==> config.mk <==
export PLATFORM = sky130hd
export DESIGN_NAME = sacc_device_flat
export DESIGN_NICKNAME = d
export VERILOG_FILES = /design/src/hw/sacc_pkg.sv /design/src/hw/sacc_link_if.sv /design/src/hw/sacc_device.sv /design/src/hw/sacc_pulse_timer.sv /design/src/flat_wrapper.sv
export SDC_FILE = /design/constraint.sdc
export NUM_CORES = 1
export LEC_CHECK = 0
export BUFFER_PORTS_ARGS = -buffer_cell sky130_fd_sc_hd__buf_2
export CORE_MARGIN = 4
export CORE_UTILIZATION = 50
export DETAILED_ROUTE_END_ITERATION = 8
export PLACE_DENSITY = 0.72
export SETUP_SLACK_MARGIN = 0.5
export SYNTH_ARGS = -nofsm -noshare
export SYNTH_HDL_FRONTEND = slang
export SYNTH_SLANG_ARGS = --single-unit
==> constraint.sdc <==
create_clock -name clk -period 2.25 [get_ports clk]
set_clock_uncertainty 0.15 [all_clocks]
set_input_delay 0.45 -clock clk [delete_from_list [all_inputs] [get_ports clk]]
set_output_delay 0.45 -clock clk [all_outputs]
set_load 0.03 [all_outputs]
==> src/hw/sacc_pkg.sv <==
// Package of constants and types shared by the converter control and host ends.
//------------------------------------------------------------------------------
//------------------------------------------------------------------------------
package sacc_pkg;

  // Clock period in picoseconds (40 MHz).
  localparam int CLK_PERIOD_PS = 25000;

  // Power-up pulse length in nanoseconds, and its cycle count.
  localparam int PWRUP_TIME_NS = 1500;
  localparam int PWRUP_CYCLES = (PWRUP_TIME_NS * 1000 + CLK_PERIOD_PS - 1)
                                / CLK_PERIOD_PS;

  // Conversion time in nanoseconds, and its cycle count.
  localparam int CONV_TIME_NS = 4500;
  localparam int CONV_CYCLES = (CONV_TIME_NS * 1000 + CLK_PERIOD_PS - 1)
                               / CLK_PERIOD_PS;

  // Least acquisition time in nanoseconds, and its cycle count.
  localparam int ACQ_TIME_NS = 100;
  localparam int ACQ_CYCLES = (ACQ_TIME_NS * 1000 + CLK_PERIOD_PS - 1)
                              / CLK_PERIOD_PS;

  // Width of result and of the interval counters.
  localparam int DATA_W = 8;
  localparam int CNT_W = 10;

  // Reset value of the result register.
  localparam logic [DATA_W-1:0] RESULT_RST = 8'h00;

  // Converter states.
  typedef enum logic [1:0] {
    SACC_POWER_DOWN,
    SACC_POWERED,
    SACC_CONVERTING
  } sacc_state_t;

  // Host sequencer states.
  typedef enum logic [2:0] {
    SACC_H_IDLE,
    SACC_H_PULSE,
    SACC_H_WAIT_BUSY,
    SACC_H_WAIT_DONE,
    SACC_H_ACQ
  } sacc_host_state_t;

endpackage

==> src/hw/sacc_link_if.sv <==
// Interface joining the converter's start and busy pins to the host.
`timescale 1ns/100ps
`default_nettype none
interface sacc_link_if;
  // Conversion start, driven by the host, active low.
  logic conversion_start_n;
  // Busy, driven by the converter, high during conversion.
  logic busy;

  // Converter end.
  modport dev (
    input conversion_start_n,
    output busy
  );

  // Host end.
  modport host (
    output conversion_start_n,
    input busy
  );
endinterface
`default_nettype wire

==> src/hw/sacc_device.sv <==
// Converter end: power sequencing, conversion timing, busy and result.
`timescale 1ns/100ps
`default_nettype none
module sacc_device (
  // Clock and reset.
  input wire logic clk,
  input wire logic reset_n,
  // Link to the host.
  sacc_link_if.dev link,
  // Sampled analog value, already digitised, from the front end.
  input wire logic [sacc_pkg::DATA_W-1:0] sample_code,
  // Result register and status.
  output logic [sacc_pkg::DATA_W-1:0] result,
  output logic powered,
  output logic tracking,
  output logic mode_power_down
);

  //----------------------------------------------------------------------------
  // Pin synchroniser
  //----------------------------------------------------------------------------

  // Two stages; only the second stage feeds logic.
  logic start_meta_reg;
  logic start_sync_reg;
  logic start_prev_reg;

  // The pin is treated as foreign even when the host shares this clock:
  // the host may sit on another board, and a clean level is worth two
  // cycles of latency. The price is that a start pulse must stand for
  // at least one clock to be seen at all. Reset clears all three stages
  // to the low level the pin must have at power-on, so no false rise.
  // The start pin comes from another party, so it is synchronised first.
  always_ff @(posedge clk) begin
    if (!reset_n) begin
      start_meta_reg <= 1'b0;
      start_sync_reg <= 1'b0;
      start_prev_reg <= 1'b0;
    end else begin
      start_meta_reg <= link.conversion_start_n;
      start_sync_reg <= start_meta_reg;
      start_prev_reg <= start_sync_reg;
    end
  end

  // Edge of the external start.
  logic start_rise;
  assign start_rise = start_sync_reg && !start_prev_reg;

  //----------------------------------------------------------------------------
  // Power-up pulse and gated start
  //----------------------------------------------------------------------------

  // Internal power-up pulse.
  logic pwrup_pulse;

  // The timer is retriggered by every rise, even during a conversion.
  // That is harmless: busy is decided by the conversion counter alone,
  // and the pulse has ended long before the next acquisition window.
  // Each rising start edge retriggers the power-up pulse.
  sacc_pulse_timer #(
    .CYCLES(sacc_pkg::PWRUP_CYCLES)
  ) u_pwrup (
    .clk(clk),
    .reset_n(reset_n),
    .trigger(start_rise),
    .pulse(pwrup_pulse)
  );

  // Both inputs of the OR come from flip-flops on this clock, so the
  // gated start cannot glitch between edges.
  // Gated start and its previous value.
  logic gated;
  logic gated_prev_reg;
  assign gated = start_sync_reg | pwrup_pulse;

  // Track the gated signal for edge detection.
  always_ff @(posedge clk) begin
    if (!reset_n) begin
      gated_prev_reg <= 1'b0;
    end else begin
      gated_prev_reg <= gated;
    end
  end

  // Falling edge of the gated start; the later of the two falls counts.
  logic gated_fall;
  assign gated_fall = gated_prev_reg && !gated;

  //----------------------------------------------------------------------------
  // Conversion state machine
  //----------------------------------------------------------------------------

  // State, timer, result and mode.
  sacc_pkg::sacc_state_t state_reg;
  sacc_pkg::sacc_state_t state_next;
  logic [sacc_pkg::CNT_W-1:0] conv_cnt_reg;
  logic [sacc_pkg::CNT_W-1:0] conv_cnt_next;
  logic [sacc_pkg::DATA_W-1:0] hold_reg;
  logic [sacc_pkg::DATA_W-1:0] hold_next;
  logic [sacc_pkg::DATA_W-1:0] result_reg;
  logic [sacc_pkg::DATA_W-1:0] result_next;
  logic busy_reg;
  logic busy_next;
  logic mode_pd_reg;
  logic mode_pd_next;

  // How one conversion runs, counted in clock edges from the pin:
  // - The pin is two flops behind the host, so a rise is seen on the
  //   third edge after the pin moves.
  // - Asleep, that rise wakes the converter and reloads the pulse
  //   timer; the gated start then stays high for at least the pulse.
  // - The later of the two falls, pin or pulse, takes the sample into
  //   hold and raises busy on the next edge.
  // - Busy stands for the conversion count, then falls on the edge that
  //   loads the result and picks the mode from the pin level.
  // A gated fall while asleep or converting is ignored: asleep there is
  // no powered front end to hold, and a second fall mid-conversion would
  // spoil the value already in hold.
  // Next-state logic.
  always_comb begin
    state_next = state_reg;
    conv_cnt_next = conv_cnt_reg;
    hold_next = hold_reg;
    result_next = result_reg;
    busy_next = busy_reg;
    mode_pd_next = mode_pd_reg;
    case (state_reg)
      sacc_pkg::SACC_POWER_DOWN: begin
        // Asleep until a rising start edge wakes the converter.
        if (start_rise) begin
          state_next = sacc_pkg::SACC_POWERED;
        end
      end
      sacc_pkg::SACC_POWERED: begin
        // Tracking; the gated falling edge takes the sample into hold.
        if (gated_fall) begin
          state_next = sacc_pkg::SACC_CONVERTING;
          hold_next = sample_code;
          conv_cnt_next = sacc_pkg::CNT_W'(sacc_pkg::CONV_CYCLES);
          busy_next = 1'b1;
        end
      end
      sacc_pkg::SACC_CONVERTING: begin
        // Count down; the sample in hold is not touched meanwhile.
        if (conv_cnt_reg > sacc_pkg::CNT_W'(1)) begin
          conv_cnt_next = conv_cnt_reg - 1'b1;
        end else begin
          // End of conversion: latch, drop busy, choose the mode.
          conv_cnt_next = '0;
          busy_next = 1'b0;
          result_next = hold_reg;
          mode_pd_next = !start_sync_reg;
          if (start_sync_reg) begin
            // Pin high at the end: high-speed mode, stay awake.
            state_next = sacc_pkg::SACC_POWERED;
          end else begin
            // Pin low at the end: automatic power-down.
            state_next = sacc_pkg::SACC_POWER_DOWN;
          end
        end
      end
      default: begin
        // An illegal code falls back to the safe sleeping state.
        state_next = sacc_pkg::SACC_POWER_DOWN;
      end
    endcase
  end

  // The mode flag comes up as power-down so that status agrees with the
  // sleeping state until the first conversion has picked a mode of its
  // own.
  // State registers; reset stands for power first applied.
  always_ff @(posedge clk) begin
    if (!reset_n) begin
      state_reg <= sacc_pkg::SACC_POWER_DOWN;
      conv_cnt_reg <= '0;
      hold_reg <= sacc_pkg::RESULT_RST;
      result_reg <= sacc_pkg::RESULT_RST;
      busy_reg <= 1'b0;
      mode_pd_reg <= 1'b1;
    end else begin
      state_reg <= state_next;
      conv_cnt_reg <= conv_cnt_next;
      hold_reg <= hold_next;
      result_reg <= result_next;
      busy_reg <= busy_next;
      mode_pd_reg <= mode_pd_next;
    end
  end

  //----------------------------------------------------------------------------
  // Outputs
  //----------------------------------------------------------------------------

  // Limitation: the result has no read strobe here; it simply holds from
  // one end of conversion to the next, so a host that reads late sees
  // the newest code, never a half-built one.
  // Busy and data come straight from flip-flops.
  assign link.busy = busy_reg;
  assign result = result_reg;
  assign mode_power_down = mode_pd_reg;
  assign powered = (state_reg != sacc_pkg::SACC_POWER_DOWN);
  // The sampler tracks whenever it is powered and not converting.
  assign tracking = (state_reg == sacc_pkg::SACC_POWERED);

endmodule
`default_nettype wire

==> src/hw/sacc_pulse_timer.sv <==
// Retriggerable one-shot that holds its output high for a set cycle count.
`timescale 1ns/100ps
`default_nettype none
module sacc_pulse_timer #(
  parameter int CYCLES = sacc_pkg::PWRUP_CYCLES
) (
  // Clock and reset.
  input wire logic clk,
  input wire logic reset_n,
  // Trigger and pulse.
  input wire logic trigger,
  output logic pulse
);

  // Down counter; nonzero while the pulse stands.
  logic [sacc_pkg::CNT_W-1:0] count_reg;
  logic [sacc_pkg::CNT_W-1:0] count_next;

  // Reload on a trigger, otherwise count down to zero.
  always_comb begin
    count_next = count_reg;
    if (trigger) begin
      count_next = sacc_pkg::CNT_W'(CYCLES);
    end else if (count_reg != '0) begin
      count_next = count_reg - 1'b1;
    end
  end

  // Register the count.
  always_ff @(posedge clk) begin
    if (!reset_n) begin
      count_reg <= '0;
    end else begin
      count_reg <= count_next;
    end
  end

  // The pulse goes high on the edge after the trigger and stays high for CYCLES cycles.
  assign pulse = (count_reg != '0);

endmodule
`default_nettype wire
==> src/flat_wrapper.sv <==
// flat-port wrapper written by rule: the top's interface ports become plain ports
module sacc_device_flat 
  (clk, reset_n, sample_code, result, powered, tracking, mode_power_down, link_conversion_start_n, link_busy);
  sacc_link_if link_i ();
  input wire logic clk;
  input wire logic reset_n;
  input wire logic [sacc_pkg::DATA_W-1:0] sample_code;
  output logic [sacc_pkg::DATA_W-1:0] result;
  output logic powered;
  output logic tracking;
  output logic mode_power_down;
  input wire logic [$bits(link_i.conversion_start_n)-1:0] link_conversion_start_n;
  output wire logic [$bits(link_i.busy)-1:0] link_busy;
  assign link_i.conversion_start_n = link_conversion_start_n;
  assign link_busy = link_i.busy;
  sacc_device u_core (.clk(clk), .reset_n(reset_n), .link(link_i), .sample_code(sample_code), .result(result), .powered(powered), .tracking(tracking), .mode_power_down(mode_power_down));
endmodule
; Word level (Yosys, flattened, before mapping)
; Index checks and enable logic that the tools add are counted.
[totals]
in_bits = 11
output_inout_bits = 12
regBits = 44
wordCells = 52
[op_classes]
mux = 13
eq_ne = 5
bitwise = 3
n_lt_le_gt_ge = 1
addsub = 2
n_reduce_logical = 16
[op_table]
columns = operator, n
row1 = $mux W10, 2
row2 = $pmux W10 S2, 1
row3 = $sub A10 B1 Y10 const B, 2
row4 = $mux W6, 2
row5 = $gt A10 B1 Y1 const B, 1
row6 = $reduce_bool A10 Y1, 1
row7 = $mux W2, 3
row8 = $pmux W2 S3, 1
row9 = $reduce_and A2 Y1, 3
row10 = $reduce_and A3 Y1, 2
row11 = $reduce_bool A2 Y1, 3
row12 = $ne A2 B1 Y1 const B, 2
row13 = $logic_not A1 Y1, 3
row14 = $mux W1, 3
row15 = $eq A2 B1 Y1 const B, 1
row16 = $eq A2 B2 Y1 const B, 1
row17 = $logic_and A1 B1 Y1, 2
row18 = $logic_not A2 Y1, 1
row19 = $ne A2 B2 Y1 const B, 1
row20 = $not A1 Y1, 2
row21 = $pmux W1 S2, 1
row22 = $reduce_or A2 Y1, 1
row23 = $or A1 B1 Y1, 1

; Longest topological paths before layout
[logic_depth]
depth_word = 6
mapped_depth = 7
mapped_depth_nobuf = 6

; Modules after synthesis
; From an unflattened synthesis, not the netlist that was laid out.
[hier_totals]
hier_cells = 214
hier_area_um2 = 1966.9
[modules_own_cells]
columns = module, seq_area_each_um2, area_each_um2, cells_per_inst, n_inst
row1 = sacc_device, 680.7, 1422.6, 151, 1
row2 = sacc_pulse_timer, 200.2, 544.3, 63, 1

; Worst setup path after synthesis
; No wires, ideal clock.
[synth_path]
kind = register -> register
start = register u_core.state_reg[1]
end = register u_core.conv_cnt_reg[8] (netlist name)
t_arrival_ns = 1.904
slack_ns = 0.079
n_path_buf = 1
path_stages_with_launch = 8
setup_time_ns = 0.117
t_required_ns = 1.983
period_less_slack_ns = 2.171
path_cell_list = dfxtp_1 -> inv_1 -> ha_1 -> and3b_1 -> and4_1 -> buf_1 -> o22ai_1 -> a32o_1
[synth_via]
elab_chain_len = 3
elab_cells_between_ends = 6
classes_between = eq/ne (3) / mux (1) / reduce/logical (2)
[synth_rtl]
columns = element, line_no
row1 = from (decl), sacc_device.sv:95  ; sacc_pkg::sacc_state_t state_reg;
row2 = from (signal assigned), sacc_device.sv:176  ; state_reg <= sacc_pkg::SACC_POWER_DOWN;
row3 = from (signal assigned), sacc_device.sv:183  ; state_reg <= state_next;
row4 = $eq A2 B1 Y1 *, -
row5 = net tracking, flat_wrapper.sv:10  ; output logic tracking;
row6 = $ne A2 B1 Y1 (no source line) / $reduce_bool A2 Y1 (equally long branches), -
row7 = $reduce_and A2 Y1 (no source line), -
row8 = to (signal assigned), sacc_device.sv:184  ; conv_cnt_reg <= conv_cnt_next;
row9 = to (decl), sacc_device.sv:97  ; logic [sacc_pkg::CNT_W-1:0] conv_cnt_reg;
; Mark *: on every way through the listed nets, which the timed path passes. The rest lies on a longest branch.
; A chain may end at the register's enable or synchronous reset.

; Final worst setup path
[layout_path]
start = register u_core.u_pwrup.count_reg[0] (netlist name)
end = register u_core.state_reg[0]
[layout_via]
elab_chain_len = 6
[layout_rtl]
columns = element, line_no
row1 = from (decl), sacc_pulse_timer.sv:16  ; logic [sacc_pkg::CNT_W-1:0] count_reg;
row2 = from (signal assigned), sacc_pulse_timer.sv:34  ; count_reg <= count_next;
row3 = $reduce_bool A10 Y1, sacc_pulse_timer.sv:39  ; assign pulse = (count_reg != '0);
row4 = $or A1 B1 Y1, sacc_device.sv:75  ; assign gated = start_sync_reg | pwrup_pulse;
row5 = $logic_not A1 Y1, sacc_device.sv:88  ; assign gated_fall = gated_prev_reg && !gated;
row6 = $logic_and A1 B1 Y1, sacc_device.sv:88
row7 = $ne A2 B1 Y1 (no source line), -
row8 = $reduce_and A3 Y1 (no source line), -
; No other way between the ends.

==> impl_results.md <==
* Rel. slew slack at 61.40%
* Met3 Usage GRT at 4.378%
* RSZ-0062 raised after global routing: true
* Core area at 4086 sq um
* Area post-placement at 2419 sq um
* Most common flop cell mapped by yosys: dfxtp_1
* Status: complete, no violations
* Overall routing resource usage at 18.66%
* H-tree levels at 2
* Drt pass-1 iters at 4
* Switching power at 0.001363 W
* GR peak layer: met2
* # clock sinks at 44
* Critical Path RT at 2.31 ns
* Final Cell Area at 2897 sq um
* Final WS setup at 0.2279 ns
* Internal Power at 0.002070 W
* Final std cells w/o fill at 337
* DP Worst Slack at 0.1909 ns
* Iteration-0 DRC Markers at 121
* Critical path endpoint category: flip-flop
* Final Hold Viols at 0
* Num CTS Buffers at 5
* Vias in the first global route at 1770
* Area of the mapped netlist at 2157 sq um
* Largest net degree at the start of global routing at 20
* Area Growth Syn to Fin at 34.28%
* FF+latch count, synth at 44
* Initial antenna violation count at 0
* Leakage at 1.202 nW
* I/O pin cnt at 23
* # DRC at 0
* Clock transition at path regs at 0.09 ns
* Fill count at 299
* Async SR Flop Fraction at 0%
* GR Util met2 at 30.02%
* Max Slew Vio Count at 0
* Overflow after GRT at 0
* Hold_buf cts at 0
* Slew @ Worst Pin at 0.5783 ns
* Mean Syn Cell Area at 9.179 sq um
* Antenna cells at 0
* Seq pwr share at 30.9%
* Routability cong. at 0.8460
* Number of flops mapped to enable cells by yosys at 0
* Logic pwr share at 50.5%
* Crit Path Max Fanout at 4
* Die Span X at 73.68 um
* Max cap viols at 0
* Area leader, netlist: dfxtp_1
* Post-DRT Antenna Nets at 0
* Hpwl dp at 3180 um
* Period Utilization, post-route at 89.87%
* Share of layout cells above drive strength 1 at 42.16%
* Final WL at 5252 um
* Global-route wire length before repair at 8079 um
* Top cell type's share of synthesized area at 40.84%
* Fin Setup TNS at 0 ns
* Largest cells by area after synthesis: dfxtp_1 41%, nand2_1 4.7%, nor2_1 4.7%, ha_1 4.6%, mux2i_1 4.6%
* Crit path DAT at 2.08 ns
* Met1 GRT Util at 24.56%
* Peak supply drop at 612.2 uV
* Drt via density at 5.852
* PwrDens at 1185 nW/um^2
* Final net count at 305
* Ys Warns at 0
* Final min period at 2.022 ns
* Number of port buffers at 22
* Cell variety after synth at 56
* Critical Path Start Type: flip-flop
* WL per Instance at 15.58 um
* Net Sw Frac at 39.70%
* Clk network pwr share at 18.6%
* Starting Density at 52.79%
* # rows at 23
* F_max at 494.5 MHz
* Die height at 73.68 um
* Latest clock arrival within the worst-skew pair at 0.30 ns
* Via count at 1972
* Sequential cell area fraction in the yosys report at 40.84%
* Root buffer cell: clkbuf_8
* Gate Count Post-Synth at 235
* # setup viols final at 0
* Placed cell count at 307
* Die area at 5429 sq um
* CTS max path bufs at 2
* CTS tree: built
* Critical path class: flip-flop to flip-flop
* Net Count, Synth at 254
* Worst min path class: input pin to flip-flop
-- critical path: stages (launching register included) --
cell and delay (ns):
dfxtp_2 0.34, inv_2 0.07, ha_4 0.13, or3b_4 0.41
o41ai_4 0.28, buf_4 0.19, nand3_4 0.08, o41ai_2 0.27
-- logic make-up after synthesis --
| family | Yosys count | share of synthesized area, % |
|---|---|---|
| xor+xnor | 6 | 2.437 |
| fa+ha+maj | 8 | 4.641 |
| mux | 10 | 4.641 |
| flops | 44 | 40.84 |
| buf+inv | 19 | 4.292 |
| compound gates | 51 | 19.72 |
| simple gates | 97 | 23.43 |
-- final timing paths --
path / start / to / slack (ns) / depth (start not counted)
worst max-delay path: u_core.u_pwrup.count_reg[0] / u_core.state_reg[0] / 0.23 / 7
worst min-delay path: link_conversion_start_n / u_core.start_meta_reg / 0.20 / 2
worst max register to register: u_core.u_pwrup.count_reg[0] / u_core.state_reg[0] / 0.23 / 7
worst min register to register: u_core.start_meta_reg / u_core.start_sync_reg / 0.29 / 1
-- cells in the mapped netlist, types with 3 or more instances --
cell,instances
nor2_1,27
dfxtp_1,44
xor2_1,3
or3_2,3
nand2_1,27
clkbuf_1,6
inv_1,9
and2_1,4
nor3b_1,4
ha_1,8
a21oi_1,16
o22ai_1,3
mux2i_1,10
a32o_1,5
xnor2_1,3
a2111oi_0,3
nor3_1,7
nand4_1,3
-- metal layers --
| layer | vias up | wire length, um |
|---|---|---|
| met4 | 0 | 63 |
| met1 | 943 | 2406 |
| li1 | 960 | - |
| met5 | - | 0 |
| met3 | 7 | 341 |
| met2 | 62 | 2439 |
-- placed cells by master, fill, tap and decap left out, types with 5 or more instances in the layout --
cell	instances
mux2i_1	9
dfxtp_2	7
clkbuf_8	5
nor3_1	6
inv_2	6
buf_2	22
buf_4	27
dfxtp_1	35
a21oi_1	14
nand2_1	27
buf_6	5
nor2_1	26
a32o_1	5
-- stage by stage --
step | utilization (%) | power [W] | hold WS, ns
6_report | 70.88 | 0.003432 | 0.1985
3_3_place_gp | 59.19 | 0.002341 | 0.2637
4_1_cts | 65.92 | 0.003118 | 0.1884
2_1_floorplan | - | 0.002062 | 0.2619
3_5_place_dp | 59.19 | 0.002350 | 0.2679
5_1_grt | 70.88 | 0.003617 | 0.1949
-- power by group through the flow --
stage	logic [W]	registers, W	clock network [W]
5_1_grt	0.00187	0.00107	0.000676
3_3_place_gp	0.00128	0.00107	0
3_5_place_dp	0.00128	0.00107	0
4_1_cts	0.00143	0.00104	0.000647
2_1_floorplan	0.000998	0.00106	0
6_report	0.00173	0.00106	0.000639
-- final cells by class --
cell class | instances | area, sq um | share of cell area (%)
multi-input combinational | 172 | 1419 | 48.98
sequential | 44 | 897.1 | 30.97
timing repair buffer | 54 | 369.1 | 12.74
clock buffer | 5 | 68.82 | 2.376
tap | 50 | 62.56 | 2.160
clock inverter | 3 | 46.29 | 1.598
inverter | 9 | 33.78 | 1.166
-- what timing repair did --
| item | in CTS | in global routing |
|---|---|---|
| setup buffers | 11 | 10 |
| gates cloned | 0 | 1 |
| pin swaps | 7 | 15 |
| endpoints found under the setup margin | 33 | 41 |
| resized for setup | 18 | 33 |
Power figures use the tool's default switching activity.
